`config.mk`:
```
export PLATFORM = sky130hd
export DESIGN_NAME = bpt_top
export DESIGN_NICKNAME = d
export VERILOG_FILES = /design/src/hdl/bpt_pkg.sv /design/src/hdl/bpt_cmp.sv /design/src/hdl/bpt_queue.sv /design/src/hdl/bpt_top.sv
export SDC_FILE = /design/constraint.sdc
export NUM_CORES = 1
export LEC_CHECK = 0
export ABC_AREA = 1
export BUFFER_PORTS_ARGS = -buffer_cell sky130_fd_sc_hd__buf_4
export CAP_MARGIN = 20
export CORE_UTILIZATION = 40
export CTS_CLUSTER_DIAMETER = 200
export CTS_CLUSTER_SIZE = 10
export DETAILED_ROUTE_END_ITERATION = 8
export GPL_ROUTABILITY_DRIVEN = 0
export SLEW_MARGIN = 20
export SYNTH_ARGS = -nofsm -noshare
export SYNTH_HDL_FRONTEND = slang
export SYNTH_HIERARCHICAL = 1
export SYNTH_SLANG_ARGS = --single-unit
```
`constraint.sdc`:
```
create_clock -name clk -period 3.54 [get_ports clk]
set_input_delay 0.177 -clock clk [delete_from_list [all_inputs] [get_ports clk]]
set_output_delay 0.177 -clock clk [all_outputs]
set_load 0.01 [all_outputs]
```
`src/hdl/bpt_pkg.sv`:
```
/*
 * shared constants and carrier types of the breakpoint compare and tagging block.
 * assumes a 16-bit cpu bus, a 32-bit ahb-lite register port and one 40 MHz clock.
 */
//
// Contract
// RULE_01: breakpoint 0 in full or dual mode ignores read/write when its enable is 0, else 0 matches writes and 1 reads; code ignores it in swi dual mode.
// RULE_02: breakpoint 1 in dual mode ignores read/write when its enable is 0, else 0 matches writes and 1 reads; code ignores it in interrupt dual mode.
// RULE_03: the high address comparator, reset to zero, is compared with address bits 15 to 8.
// RULE_04: the low address comparator joins the match only when the breakpoint 0 range control is 1.
// RULE_05: the high data comparator matches the high data byte, or the high address byte in dual modes, under mode, enable and mask.
// RULE_06: the low data comparator matches the low data byte, or the low address byte in dual modes, under mode, enable, range and mask.
// RULE_07: tagging starts only on the tagging command, which turns the strobe pin into the low tag and the background pin into the high tag;
// code also starts it on a write of bit 0 set to the tag control register.
// RULE_08: both tag inputs are sampled on each falling edge of the external bus clock.
// RULE_09: each tag input acts on its own byte without regard to the other.
// RULE_10: a low tag level tags its byte; both low tag both bytes, both high tag nothing.
// RULE_11: tagging works in every mode and is turned off as soon as background debug mode becomes active.
// RULE_12: while tagging is active no serial debug command is processed.
// RULE_13: a tag travels with its word through the queue and a tagged head enters background debug mode instead of executing.
// RULE_14: the mode field selects off, interrupt dual address, full breakpoint, or debug dual address.
// RULE_15: with data compare enable 0 the data comparators take part in nothing; with 1 they compare by mode.
// RULE_16: the high mask excludes data bits 15 to 8 and the low mask bits 7 to 0 in full mode.
// RULE_17: a match is declared only when every enabled comparison matches on the same bus cycle.
package bpt_pkg;

	// register indices; the byte address on the bus is four times the index
	localparam logic [7:0] IDX_CTRL0      = 8'h20;
	localparam logic [7:0] IDX_CTRL1      = 8'h21;
	localparam logic [7:0] IDX_ADDR_HIGH  = 8'h22;
	localparam logic [7:0] IDX_ADDR_LOW   = 8'h23;
	localparam logic [7:0] IDX_DATA_HIGH  = 8'h24;
	localparam logic [7:0] IDX_DATA_LOW   = 8'h25;
	localparam logic [7:0] IDX_TAG_CTRL   = 8'h26;
	localparam logic [7:0] IDX_STATUS     = 8'h27;
	localparam int         ADDR_W         = 10;

	// reset values
	localparam logic [7:0] RST_BYTE       = 8'h00;

	// control 0 field positions
	localparam int         POS_MODE_HI    = 7;
	localparam int         POS_MODE_LO    = 6;
	localparam int         POS_PROG_ONLY  = 5;
	localparam int         POS_BP1_RANGE  = 3;
	localparam int         POS_BP0_RANGE  = 2;
	localparam logic [7:0] CTRL0_MASK     = 8'hec;

	// control 1 field positions
	localparam int         POS_DATA_EN    = 7;
	localparam int         POS_MASK_HIGH  = 6;
	localparam int         POS_MASK_LOW   = 5;
	localparam int         POS_BP1_RWE    = 3;
	localparam int         POS_BP1_RW     = 2;
	localparam int         POS_BP0_RWE    = 1;
	localparam int         POS_BP0_RW     = 0;
	localparam logic [7:0] CTRL1_MASK     = 8'hef;

	// tag control / status field positions
	localparam int         POS_TAG_GO     = 0;
	localparam int         POS_ST_TAGGING = 0;
	localparam int         POS_ST_BDM     = 1;
	localparam int         POS_ST_BP0     = 2;
	localparam int         POS_ST_BP1     = 3;

	// instruction queue depth
	localparam int         QUEUE_DEPTH    = 3;

	// ahb transfer type
	localparam logic [1:0] HTRANS_NONSEQ  = 2'b10;

	// mode field encodings
	typedef enum logic [1:0] {
		MODE_OFF      = 2'b00,
		MODE_SWI_DUAL = 2'b01,
		MODE_FULL     = 2'b10,
		MODE_DBG_DUAL = 2'b11
	} bpt_mode_t;

	// one cpu bus cycle
	typedef struct packed {
		logic        valid;
		logic [15:0] addr;
		logic [15:0] data;
		logic        rd;   // 1 read, 0 write
	} bpt_bus_t;

	// breakpoint settings
	typedef struct packed {
		logic [7:0]  addr_high;
		logic [7:0]  addr_low;
		logic [7:0]  data_high;
		logic [7:0]  data_low;
		logic [7:0]  ctrl0;
		logic [7:0]  ctrl1;
	} bpt_cfg_t;

	// one queued program word with its tag bits
	typedef struct packed {
		logic [15:0] word;
		logic [1:0]  tag;  // bit 1 high byte, bit 0 low byte
	} bpt_qword_t;

endpackage

```
`src/hdl/bpt_cmp.sv`:
```
/*
 * one breakpoint comparator: address bytes with optional low byte and r/w qualifier.
 * assumes settings are stable registers on the same clock as the bus sample.
 */
`timescale 1ns/10ps
module bpt_cmp (
	// comparison settings
	input  wire logic        enable,
	input  wire logic [7:0]  ref_high,
	input  wire logic [7:0]  ref_low,
	input  wire logic        use_high,
	input  wire logic        use_low,
	input  wire logic        rw_enable,
	input  wire logic        rw_value,
	// bus cycle
	input  wire logic [7:0]  bus_high,
	input  wire logic [7:0]  bus_low,
	input  wire logic        bus_rd,
	// result
	output logic             hit
);
	logic hi_ok;
	logic lo_ok;
	logic rw_ok;

	// each enabled part must agree in the same cycle
	assign hi_ok = !use_high || (bus_high == ref_high);
	assign lo_ok = !use_low || (bus_low == ref_low);
	assign rw_ok = !rw_enable || (bus_rd == rw_value); // RULE_01 RULE_02
	assign hit   = enable && hi_ok && lo_ok && rw_ok;  // RULE_17
endmodule

```
`src/hdl/bpt_queue.sv`:
```
/*
 * instruction queue holding program words with their tag bits.
 * assumes the cpu pushes fetched words and pops the head on execution.
 */
`timescale 1ns/10ps
module bpt_queue #(
	parameter int DEPTH = bpt_pkg::QUEUE_DEPTH
) (
	// clock and reset
	input  wire logic               clk,
	input  wire logic               resetn,
	// fill side
	input  wire logic               push,
	input  wire bpt_pkg::bpt_qword_t in_word,
	// head side
	input  wire logic               pop,
	output bpt_pkg::bpt_qword_t     head_q,
	output logic                    head_valid
);
	bpt_pkg::bpt_qword_t     mem_q [DEPTH];
	logic [$clog2(DEPTH+1)-1:0] cnt_q;
	logic                    do_pop;
	logic                    do_push;

	assign do_pop     = pop && (cnt_q != '0);
	assign do_push    = push && (cnt_q != DEPTH[$clog2(DEPTH+1)-1:0] || do_pop);
	assign head_valid = (cnt_q != '0);
	assign head_q     = mem_q[0];

	// shift register queue, tag stays with its word
	always_ff @(posedge clk) begin
		if (!resetn) begin
			cnt_q <= '0;
			for (int i = 0; i < DEPTH; i++) begin
				mem_q[i] <= '0;
			end
		end else begin
			for (int i = 0; i < DEPTH; i++) begin
				if (do_pop) begin
					mem_q[i] <= (i + 1 < DEPTH) ? mem_q[i+1] : '0; // RULE_13
				end
			end
			if (do_push) begin
				mem_q[32'(cnt_q) - (do_pop ? 1 : 0)] <= in_word; // RULE_13
			end
			cnt_q <= cnt_q + (do_push ? 1'b1 : 1'b0) - (do_pop ? 1'b1 : 1'b0);
		end
	end
endmodule

```
`src/hdl/bpt_top.sv`:
```
/*
 * breakpoint compare registers and instruction tagging with ahb-lite register access.
 * assumes a 16-bit cpu bus sampled on clk, tag pins and external bus clock from pins,
 * and a background debug core that reports active mode and passes serial commands here.
 */
`timescale 1ns/10ps
module bpt_top #(
	parameter int QDEPTH = bpt_pkg::QUEUE_DEPTH
) (
	// clock and reset
	input  wire logic                clk,
	input  wire logic                resetn,
	// ahb-lite slave
	input  wire logic                hsel,
	input  wire logic [31:0]         haddr,
	input  wire logic [1:0]          htrans,
	input  wire logic                hwrite,
	input  wire logic [2:0]          hsize,
	input  wire logic [31:0]         hwdata,
	input  wire logic                hready,
	output logic [31:0]              hrdata,
	output logic                     hreadyout,
	output logic                     hresp,
	// cpu bus watch
	input  wire bpt_pkg::bpt_bus_t   cpu_bus,
	// instruction queue
	input  wire logic                fetch_push,
	input  wire logic [15:0]         fetch_word,
	input  wire logic                exec_pop,
	output logic [15:0]              head_word,
	output logic                     head_valid,
	// pins: external bus clock, strobe and background shared with tags
	input  wire logic                external_bus_clock,
	input  wire logic                byte_strobe_pin,
	input  wire logic                background_pin,
	// background debug core
	input  wire logic                tagging_start_command,
	input  wire logic                bdm_active,
	input  wire logic                serial_cmd_valid,
	output logic                     serial_cmd_accept,
	// break outputs
	output logic                     bp0_hit_q,
	output logic                     bp1_hit_q,
	output logic                     swi_request_q,
	output logic                     bdm_request_q,
	output logic                     tag_break_q
);
	bpt_pkg::bpt_cfg_t   cfg_q;
	logic                tagging_q;
	logic                tag_go_q;
	logic [2:0]          external_bus_clock_sync_q;
	logic [1:0]          tlo_sync_q;
	logic [1:0]          thi_sync_q;
	logic [1:0]          tag_latch_q;
	logic                external_bus_clock_fall;
	logic                wr_pend_q;
	logic [7:0]          wr_addr_q;
	logic [7:0]          rd_data;
	logic [7:0]          byte_addr;
	logic                addr_ok;
	bpt_pkg::bpt_mode_t  mode;
	logic                dual;
	logic                data_en;
	logic                bp0_hit;
	logic                bp1_hit;
	logic                full_data_ok;
	bpt_pkg::bpt_qword_t qin;
	bpt_pkg::bpt_qword_t qhead;
	logic                hwdata_unused;

	// ---- register access ----
	assign byte_addr     = haddr[9:2];
	assign addr_ok       = haddr[31:bpt_pkg::ADDR_W] == '0;
	assign hreadyout     = 1'b1;
	assign hresp         = 1'b0;
	assign hwdata_unused = ^{hwdata[31:8], hsize};

	// capture write address phase
	always_ff @(posedge clk) begin
		if (!resetn) begin
			wr_pend_q <= 1'b0;
			wr_addr_q <= bpt_pkg::RST_BYTE;
		end else if (hready) begin
			wr_pend_q <= hsel && htrans == bpt_pkg::HTRANS_NONSEQ && hwrite && addr_ok;
			wr_addr_q <= byte_addr;
		end
	end

	// register writes in the data phase
	always_ff @(posedge clk) begin
		if (!resetn) begin
			cfg_q    <= '0; // RULE_03
			tag_go_q <= 1'b0;
		end else begin
			tag_go_q <= 1'b0;
			if (wr_pend_q) begin
				case (wr_addr_q)
					bpt_pkg::IDX_CTRL0:     cfg_q.ctrl0     <= hwdata[7:0] & bpt_pkg::CTRL0_MASK;
					bpt_pkg::IDX_CTRL1:     cfg_q.ctrl1     <= hwdata[7:0] & bpt_pkg::CTRL1_MASK;
					bpt_pkg::IDX_ADDR_HIGH: cfg_q.addr_high <= hwdata[7:0];
					bpt_pkg::IDX_ADDR_LOW:  cfg_q.addr_low  <= hwdata[7:0];
					bpt_pkg::IDX_DATA_HIGH: cfg_q.data_high <= hwdata[7:0];
					bpt_pkg::IDX_DATA_LOW:  cfg_q.data_low  <= hwdata[7:0];
					bpt_pkg::IDX_TAG_CTRL:  tag_go_q <= hwdata[bpt_pkg::POS_TAG_GO];
					default:                tag_go_q <= 1'b0;
				endcase
			end
		end
	end

	// read mux, unmapped reads as zero
	always_comb begin
		case (byte_addr)
			bpt_pkg::IDX_CTRL0:     rd_data = cfg_q.ctrl0;
			bpt_pkg::IDX_CTRL1:     rd_data = cfg_q.ctrl1;
			bpt_pkg::IDX_ADDR_HIGH: rd_data = cfg_q.addr_high;
			bpt_pkg::IDX_ADDR_LOW:  rd_data = cfg_q.addr_low;
			bpt_pkg::IDX_DATA_HIGH: rd_data = cfg_q.data_high;
			bpt_pkg::IDX_DATA_LOW:  rd_data = cfg_q.data_low;
			bpt_pkg::IDX_STATUS:    rd_data = {4'h0, bp1_hit_q, bp0_hit_q, bdm_active, tagging_q};
			default:                rd_data = bpt_pkg::RST_BYTE;
		endcase
	end

	// read data registered for the data phase
	always_ff @(posedge clk) begin
		if (!resetn) begin
			hrdata <= 32'h0000_0000;
		end else if (hready) begin
			hrdata <= (hsel && htrans == bpt_pkg::HTRANS_NONSEQ && !hwrite && addr_ok)
				? {24'h00_0000, rd_data} : 32'h0000_0000;
		end
	end

	// ---- comparators ----
	assign mode    = bpt_pkg::bpt_mode_t'(cfg_q.ctrl0[bpt_pkg::POS_MODE_HI:bpt_pkg::POS_MODE_LO]);
	assign dual    = mode == bpt_pkg::MODE_SWI_DUAL || mode == bpt_pkg::MODE_DBG_DUAL; // RULE_14
	assign data_en = cfg_q.ctrl1[bpt_pkg::POS_DATA_EN]; // RULE_15

	// breakpoint 0: address high always, low by range control
	bpt_cmp u_bp0 (
		.enable    (cpu_bus.valid && mode != bpt_pkg::MODE_OFF && !bdm_active), // RULE_14
		.ref_high  (cfg_q.addr_high),                                         // RULE_03
		.ref_low   (cfg_q.addr_low),
		.use_high  (1'b1),
		.use_low   (cfg_q.ctrl0[bpt_pkg::POS_BP0_RANGE]),                     // RULE_04
		.rw_enable (mode != bpt_pkg::MODE_SWI_DUAL && cfg_q.ctrl1[bpt_pkg::POS_BP0_RWE]), // RULE_01
		.rw_value  (cfg_q.ctrl1[bpt_pkg::POS_BP0_RW]),
		.bus_high  (cpu_bus.addr[15:8]),
		.bus_low   (cpu_bus.addr[7:0]),
		.bus_rd    (cpu_bus.rd),
		.hit       (bp0_hit)
	);

	// breakpoint 1: second address from data registers in dual modes
	bpt_cmp u_bp1 (
		.enable    (cpu_bus.valid && dual && data_en && !bdm_active), // RULE_05 RULE_15
		.ref_high  (cfg_q.data_high),
		.ref_low   (cfg_q.data_low),
		.use_high  (1'b1),                                            // RULE_05
		.use_low   (cfg_q.ctrl0[bpt_pkg::POS_BP1_RANGE]),             // RULE_06
		.rw_enable (mode == bpt_pkg::MODE_DBG_DUAL && cfg_q.ctrl1[bpt_pkg::POS_BP1_RWE]), // RULE_02
		.rw_value  (cfg_q.ctrl1[bpt_pkg::POS_BP1_RW]),
		.bus_high  (cpu_bus.addr[15:8]),
		.bus_low   (cpu_bus.addr[7:0]),
		.bus_rd    (cpu_bus.rd),
		.hit       (bp1_hit)
	);

	// full mode data compare with byte masks
	assign full_data_ok = !data_en ||                                                  // RULE_15
		((cfg_q.ctrl1[bpt_pkg::POS_MASK_HIGH] || cpu_bus.data[15:8] == cfg_q.data_high) && // RULE_05 RULE_16
		 (cfg_q.ctrl1[bpt_pkg::POS_MASK_LOW] || cpu_bus.data[7:0] == cfg_q.data_low));     // RULE_06 RULE_16

	// registered break outputs
	always_ff @(posedge clk) begin
		if (!resetn) begin
			bp0_hit_q     <= 1'b0;
			bp1_hit_q     <= 1'b0;
			swi_request_q <= 1'b0;
			bdm_request_q <= 1'b0;
		end else begin
			bp0_hit_q     <= bp0_hit && (dual || full_data_ok); // RULE_17
			bp1_hit_q     <= bp1_hit;                            // RULE_17
			swi_request_q <= mode == bpt_pkg::MODE_SWI_DUAL && (bp0_hit || bp1_hit);
			bdm_request_q <= (mode == bpt_pkg::MODE_FULL && bp0_hit && full_data_ok) ||
				(mode == bpt_pkg::MODE_DBG_DUAL && (bp0_hit || bp1_hit)); // RULE_17
		end
	end

	// ---- tagging ----
	// pin synchronisers: two flops before any logic reads them
	always_ff @(posedge clk) begin
		if (!resetn) begin
			external_bus_clock_sync_q <= 3'h0;
			tlo_sync_q  <= 2'h3;
			thi_sync_q  <= 2'h3;
		end else begin
			external_bus_clock_sync_q <= {external_bus_clock_sync_q[1:0], external_bus_clock};
			tlo_sync_q  <= {tlo_sync_q[0], byte_strobe_pin}; // RULE_07
			thi_sync_q  <= {thi_sync_q[0], background_pin};  // RULE_07
		end
	end
	assign external_bus_clock_fall = external_bus_clock_sync_q[2] && !external_bus_clock_sync_q[1]; // RULE_08

	// tagging mode entry and exit
	always_ff @(posedge clk) begin
		if (!resetn) begin
			tagging_q <= 1'b0;
		end else if (bdm_active) begin
			tagging_q <= 1'b0; // RULE_11
		end else if (tagging_start_command || tag_go_q) begin
			tagging_q <= 1'b1; // RULE_07 RULE_11
		end
	end

	// sample tag levels on each falling external clock edge
	always_ff @(posedge clk) begin
		if (!resetn) begin
			tag_latch_q <= 2'h0;
		end else if (!tagging_q) begin
			tag_latch_q <= 2'h0;
		end else if (external_bus_clock_fall) begin
			tag_latch_q[1] <= !thi_sync_q[1]; // RULE_08 RULE_09 RULE_10
			tag_latch_q[0] <= !tlo_sync_q[1]; // RULE_08 RULE_09 RULE_10
		end
	end

	// serial commands are held off while tagging
	assign serial_cmd_accept = serial_cmd_valid && !tagging_q; // RULE_12

	// queue carries the tag alongside its word
	assign qin.word = fetch_word;
	assign qin.tag  = tag_latch_q; // RULE_13

	bpt_queue #(
		.DEPTH (QDEPTH)
	) u_queue (
		.clk        (clk),
		.resetn     (resetn),
		.push       (fetch_push),
		.in_word    (qin),
		.pop        (exec_pop),
		.head_q     (qhead),
		.head_valid (head_valid)
	);
	assign head_word = qhead.word;

	// tagged head requests background mode instead of execution
	always_ff @(posedge clk) begin
		if (!resetn) begin
			tag_break_q <= 1'b0;
		end else begin
			tag_break_q <= head_valid && (qhead.tag != 2'h0) && !bdm_active; // RULE_13
		end
	end
endmodule

```
# Word level (Yosys, flattened, before mapping)

Memories as Yosys holds them, arrays and structs flattened.
Index checks and enable logic that the tools add are counted.

Register bits: 103
Latch bits: 0
Bits in writable memories: 54
Memory bits (read-only): 0
Output and inout bits: 57
Logic and storage cells: 139
Memories: 1

Add/subtract/negate cells: 3
$mul: 0
Div/mod/pow operators: 0
Magnitude comparators: 0
Equality and inequality tests: 28
Shift operators: 0
Multiplexer cells: 15
Bitwise operators: 4
Reductions and logical operators: 67

Memories:

| name          | words | width | read ports | clocked after Yosys merged registers in | write ports | line            | text |
|---|---|---|---|---|---|---|---|
| u_queue.mem_q | 3     | 18    | 3          | 0                                       | 4           | bpt_queue.sv:20 | `bpt_pkg::bpt_qword_t mem_q [DEPTH];` |

Operator list:

| cell                                                                    | count |
|---|---|
| 8-bit by 6-bit equality test with 1-bit output, second input constant   | 14 |
| 8-bit case mux with 7 select lines                                      | 1 |
| 18-bit two-way mux                                                      | 3 |
| 8-bit equality test                                                     | 6 |
| 1-bit logical AND                                                       | 30 |
| 22-bit zero test                                                        | 1 |
| 2-bit AND reduction                                                     | 7 |
| 1-bit logical OR                                                        | 13 |
| 1-bit zero test                                                         | 11 |
| 1-bit two-way mux                                                       | 10 |
| 8-bit two-way mux                                                       | 1 |
| 2-bit equality test, second input constant                              | 3 |
| 2-bit nonzero test                                                      | 3 |
| 2-bit subtractor                                                        | 2 |
| 1-bit OR                                                                | 3 |
| 3-bit AND reduction                                                     | 1 |
| 2-bit adder                                                             | 1 |
| 1-bit equality test                                                     | 2 |
| 2-bit by 1-bit equality test with 1-bit output, second input constant   | 1 |
| 2-bit by 1-bit inequality test with 1-bit output, second input constant | 1 |
| 2-bit inequality test, second input constant                            | 1 |
| 2-bit OR reduction                                                      | 1 |
| 1-bit inverter                                                          | 1 |

# Depth between registers and ports, before layout

Depth in word-level cells: 11
Gate-level depth with buffers: 13

# Cells and area by module

The synthesis kept the hierarchy.

Modules (own cells, without submodules):

| module    | times used | cells each | area an instance (um^2) | sequential area each (um^2) |
|---|---|---|---|---|
| bpt_top   | 1          | 541        | 3742.3                  | 1541.5 |
| bpt_queue | 1          | 269        | 2807.7                  | 1661.6 |
| bpt_cmp   | 2          | 63         | 290.3                   | 0.0 |

# Worst setup path after synthesis

Ideal clock, no wire load.

Path type: register to register
From: register u_queue.cnt_q[0]
To: memory u_queue/mem_q[2][0] (netlist name) (enable)
Library setup time: 0.418 ns
Arrival: 2.119 ns
Path slack: 1.003 ns
Cell stages (with the launch flop): 5
Clock period less this slack: 2.537 ns
Path through: dfxtp_1 -> inv_1 -> nand3_2 -> nand3_2 -> o21ai_0

RTL lines:

| item                   | line            | text |
|---|---|---|
| from (decl)            | bpt_queue.sv:21 | `logic [$clog2(DEPTH+1)-1:0] cnt_q;` |
| from (signal assigned) | bpt_queue.sv:46 | `cnt_q <= cnt_q + (do_push ? 1'b1 : 1'b0) - (do_pop ? 1'b1 : 1'b0);` |
| to (decl)              | bpt_queue.sv:20 |  |

==> metrics.md <==
| Metric | Value |
|---|---|
| Status | `finished clean` |
| Synth Area in Compound Gates | `9.002%` |
| Area share of xor/xnor cells in the synthesized design | `just under 4%` |
| CTS Sinks | `around 130` |
| Post-Synth Simple-Gate Area | `29.94%` |
| Layout Nets | `1201` |
| Pint | `around 3200 µW` |
| Worst Max-Slew Pin Slew | `0.6838 ns` |
| Unrepaired setup endpoints after global routing | `no` |
| Detailed Route Iter0 Violations | `278` |
| Max VDD drop | `between 300 and 400 µV` |
| Post-synthesis sequential area ratio | `44.92%` |
| H-tree Lvls | `4` |
| Crit-path slowest cell | `nand2_1` |
| Total gr overflow | `0` |
| Clk_lat worst skew | `approximately 0.42 ns` |
| Max-cap violations | `0` |
| Syn. warnings | `6` |
| Adder-cell share of the synthesized area | `0.3509%` |
| Logic gate share of total power | `17.4%` |
| Max frequency | `approximately 500 MHz` |
| Antenna viol nets, final | `0` |
| Post-synth ARST share | `0%` |
| Commonest non-fill, non-tap cell in the layout | `nand2_1` |
| CP max FO | `20` |
| Worst path required time | `3.59 ns` |
| Share of the synthesized area in the top cell type | `a little under a quarter` |
| Final hold vios | `0` |
| Root buffer cell | `clkbuf_16` |
| IO Port Bufs | `133` |
| DP HPWL | `13.02 mm` |
| Min cycle time layout | `2.043 ns` |
| Starting Density | `41.08%` |
| Crit path arrival time | `about 2.1 ns` |
| Share of cells above drive strength 1 | `18.61%` |
| Clk slew on worst S/H paths | `0.06 ns` |
| Largest net degree at the start of global routing | `59` |
| Top post-synthesis cells by area | `edfxtp_1 (23%), dfxtp_1 (22%), nand2_1 (11%)` |
| Number of synthesized register bits | `133` |
| Detailed Route WL | `16.94 mm` |
| DR DRC count | `0` |
| Final setup viols | `0` |
| Mapped Cells | `between 900 and 1000` |
| Vias after detailed routing | `6088` |
| CTS tree | `built` |
| Number of global-route vias before repair | `around 5600` |
| Nature of the critical path endpoint | `flop` |
| PD cells | `510.4 nW/µm²` |
| Top Family by Delay on Critical Path | `simple AND/OR/NAND/NOR gates` |
| Per-cell routed wire length | `12.98 µm` |
| Post-synth top flop | `dfxtp_1` |
| Flop pwr share | `42.4%` |
| Core Area | `17360 µm²` |
| Final max-slew violation count | `0` |
| Post-synth EDFFs | `54` |
| Synth Area per Inst | `7.618 µm²` |
| Netlist cell types | `38` |
| Site row count | `48` |
| Sw power | `1250 µW` |
| Clock share of power | `40.2%` |
| Part of the cycle the worst path needs | `57.72%` |
| Pre-CTS WS | `approximately 1.4 ns` |
| Die height | `135.5 µm` |
| Detailed Routing Iterations Pass 1 | `5` |
| Relative slew slack | `54.31%` |
| Top cell type by total area after synthesis | `edfxtp_1` |
| Final WS setup | `between 1 and 1.5 ns` |
| CP cell instances | `nand2_1, nor2_1, nor2_2, buf_4, nand3_4, nand2_1` |
| Area growth syn-to-layout | `23.58%` |
| Switching Fraction | `about 28%` |
| Most frequent CP cell | `nand2_1` |
| Initial antenna violation count | `0` |
| Clk buf depth | `2` |
| Mux cell area share after synthesis | `0%` |
| Horiz. Die Dim | `135.5 µm` |
| Setup CP Type | `flop to flop` |
| Netlist Area Pre-Place | `7131 µm²` |
| TNS Setup | `0 ns` |
| Worst hold path type | `input pin to flop` |
| Top-Level Pins | `189` |
| Leakage Power | `between 0.003 and 0.004 µW` |
| Main combinational cell family by area after synthesis | `simple AND/OR/NAND/NOR gates` |
| Clock skew | `0.006650 ns` |
| Antenna Cells | `0` |
| TritonCTS buffer count | `17` |
| Global-route wire length before repair | `~27 mm` |
| Worst path buffer plus inverter count | `1` |
| Setup bufs post-CTS | `0` |
| CP max stage delay | `0.59 ns` |
| Vias/cell | `about 4.7` |
| Most frequent cells in the layout | `nand2_1 (216), buf_4 (137), inv_1 (119)` |
| CP Launch Type | `flop` |
| Total global-route track usage | `19.61%` |
| Die ar. | `18360 µm²` |
-- worst paths after layout --
kind | start | cells past startpoint | end | slack, ns
worst min-delay path | tagging_start_command | 3 | tagging_q$_SDFFE_PP0P_ | 0.02
worst max-delay path | u_queue/cnt_q[0]$_SDFF_PN0_ | 6 | u_queue/mem_q[1][6]$_DFFE_PP_ | 1.50
worst max register to register | u_queue/cnt_q[0]$_SDFF_PN0_ | 6 | u_queue/mem_q[1][6]$_DFFE_PP_ | 1.50
worst min register to register | thi_sync_q[1]$_SDFF_PN1_ | 1 | tag_latch_q[1]$_SDFFE_PN0P_ | 0.41
-- cells in the mapped netlist, types with 4 or more instances --
cell / count
nand2_1: 216
inv_1: 119
nor2_1: 110
dfxtp_1: 79
o21ai_0: 67
a21oi_1: 54
edfxtp_1: 54
nand3_1: 54
buf_4: 28
nand4_1: 21
xnor2_1: 20
nor3_1: 16
buf_2: 12
xor2_1: 12
nor3b_2: 10
clkbuf_1: 9
nor3b_1: 9
buf_6: 6
or2_2: 4
-- state kept, by name, indices dropped and copies added, names as in the netlist --
name	flops
bdm_request_q	1
bp0_hit_q	1
bp1_hit_q	1
cfg_q	44
external_bus_clock_sync_q	3
hrdata	8
swi_request_q	1
tag_break_q	1
tag_go_q	1
tag_latch_q	2
tagging_q	1
thi_sync_q	2
tlo_sync_q	2
u_queue/cnt_q	2
u_queue/mem_q	54
wr_addr_q	8
wr_pend_q	1
-- worst min-delay path: stages --
cell    delay (ns)
buf_4         0.08
nor3_1        0.03
nor3_1        0.10
-- routing by layer --
metal / part of all wire (%) / vias up / track usage, %
met4: 1.3 / 0 / 5.243
met3: 4.9 / 21 / 4.789
met2: 49 / 158 / 33.79
li1: - / 3240 / -
met1: 45 / 2669 / 24.31
met5: 0 / - / 0
-- layout make-up --
type / instances / area (µm²)
inverter: 124 / 466.7
multi-input combinational: 650 / 3187
fill: 1728 / 8544
clock buffer: 18 / 429.2
timing repair buffer: 141 / 1069
clock inverter: 14 / 176.4
sequential: 133 / 3203
tap: 225 / 281.5
-- logic make-up after synthesis --
group                    Yosys count
AND/OR/NAND/NOR                  462
XOR/XNOR                          32
other                              2
AO/OA/AOI/OAI                    126
flip-flops                       133
adder cells (fa/ha/maj)            2
buffers and inverters            179
-- power by group through the flow --
stage	registers, µW	clock network, µW	logic (µW)
2_1_floorplan	1970	0	493
3_3_place_gp	1940	0	773
3_5_place_dp	1940	0	783
4_1_cts	1910	1840	789
5_1_grt	1930	1910	884
6_report	1910	1810	781
-- per-stage QoR --
step	hold WS, ns	area [µm²]	instances	power (µW)	util (%)
final	0.01568	8812	1305	4498	50.77
after global routing	0.01204	8812	1305	4725	50.77
after CTS	0.008886	8812	1305	4535	50.77
after detailed placement	0.3693	8167	1269	2723	47.05
after global placement	0.3707	8167	1269	2708	47.05
after floorplan	0.2560	7228	962	2458	-
-- what timing repair did --
action | CTS | global route
hold buffers | 4 | 0
gates resized for setup | 0 | 0
endpoints found under the hold margin | 5 | 0
Note: power is estimated with default switching activity, not from simulation.
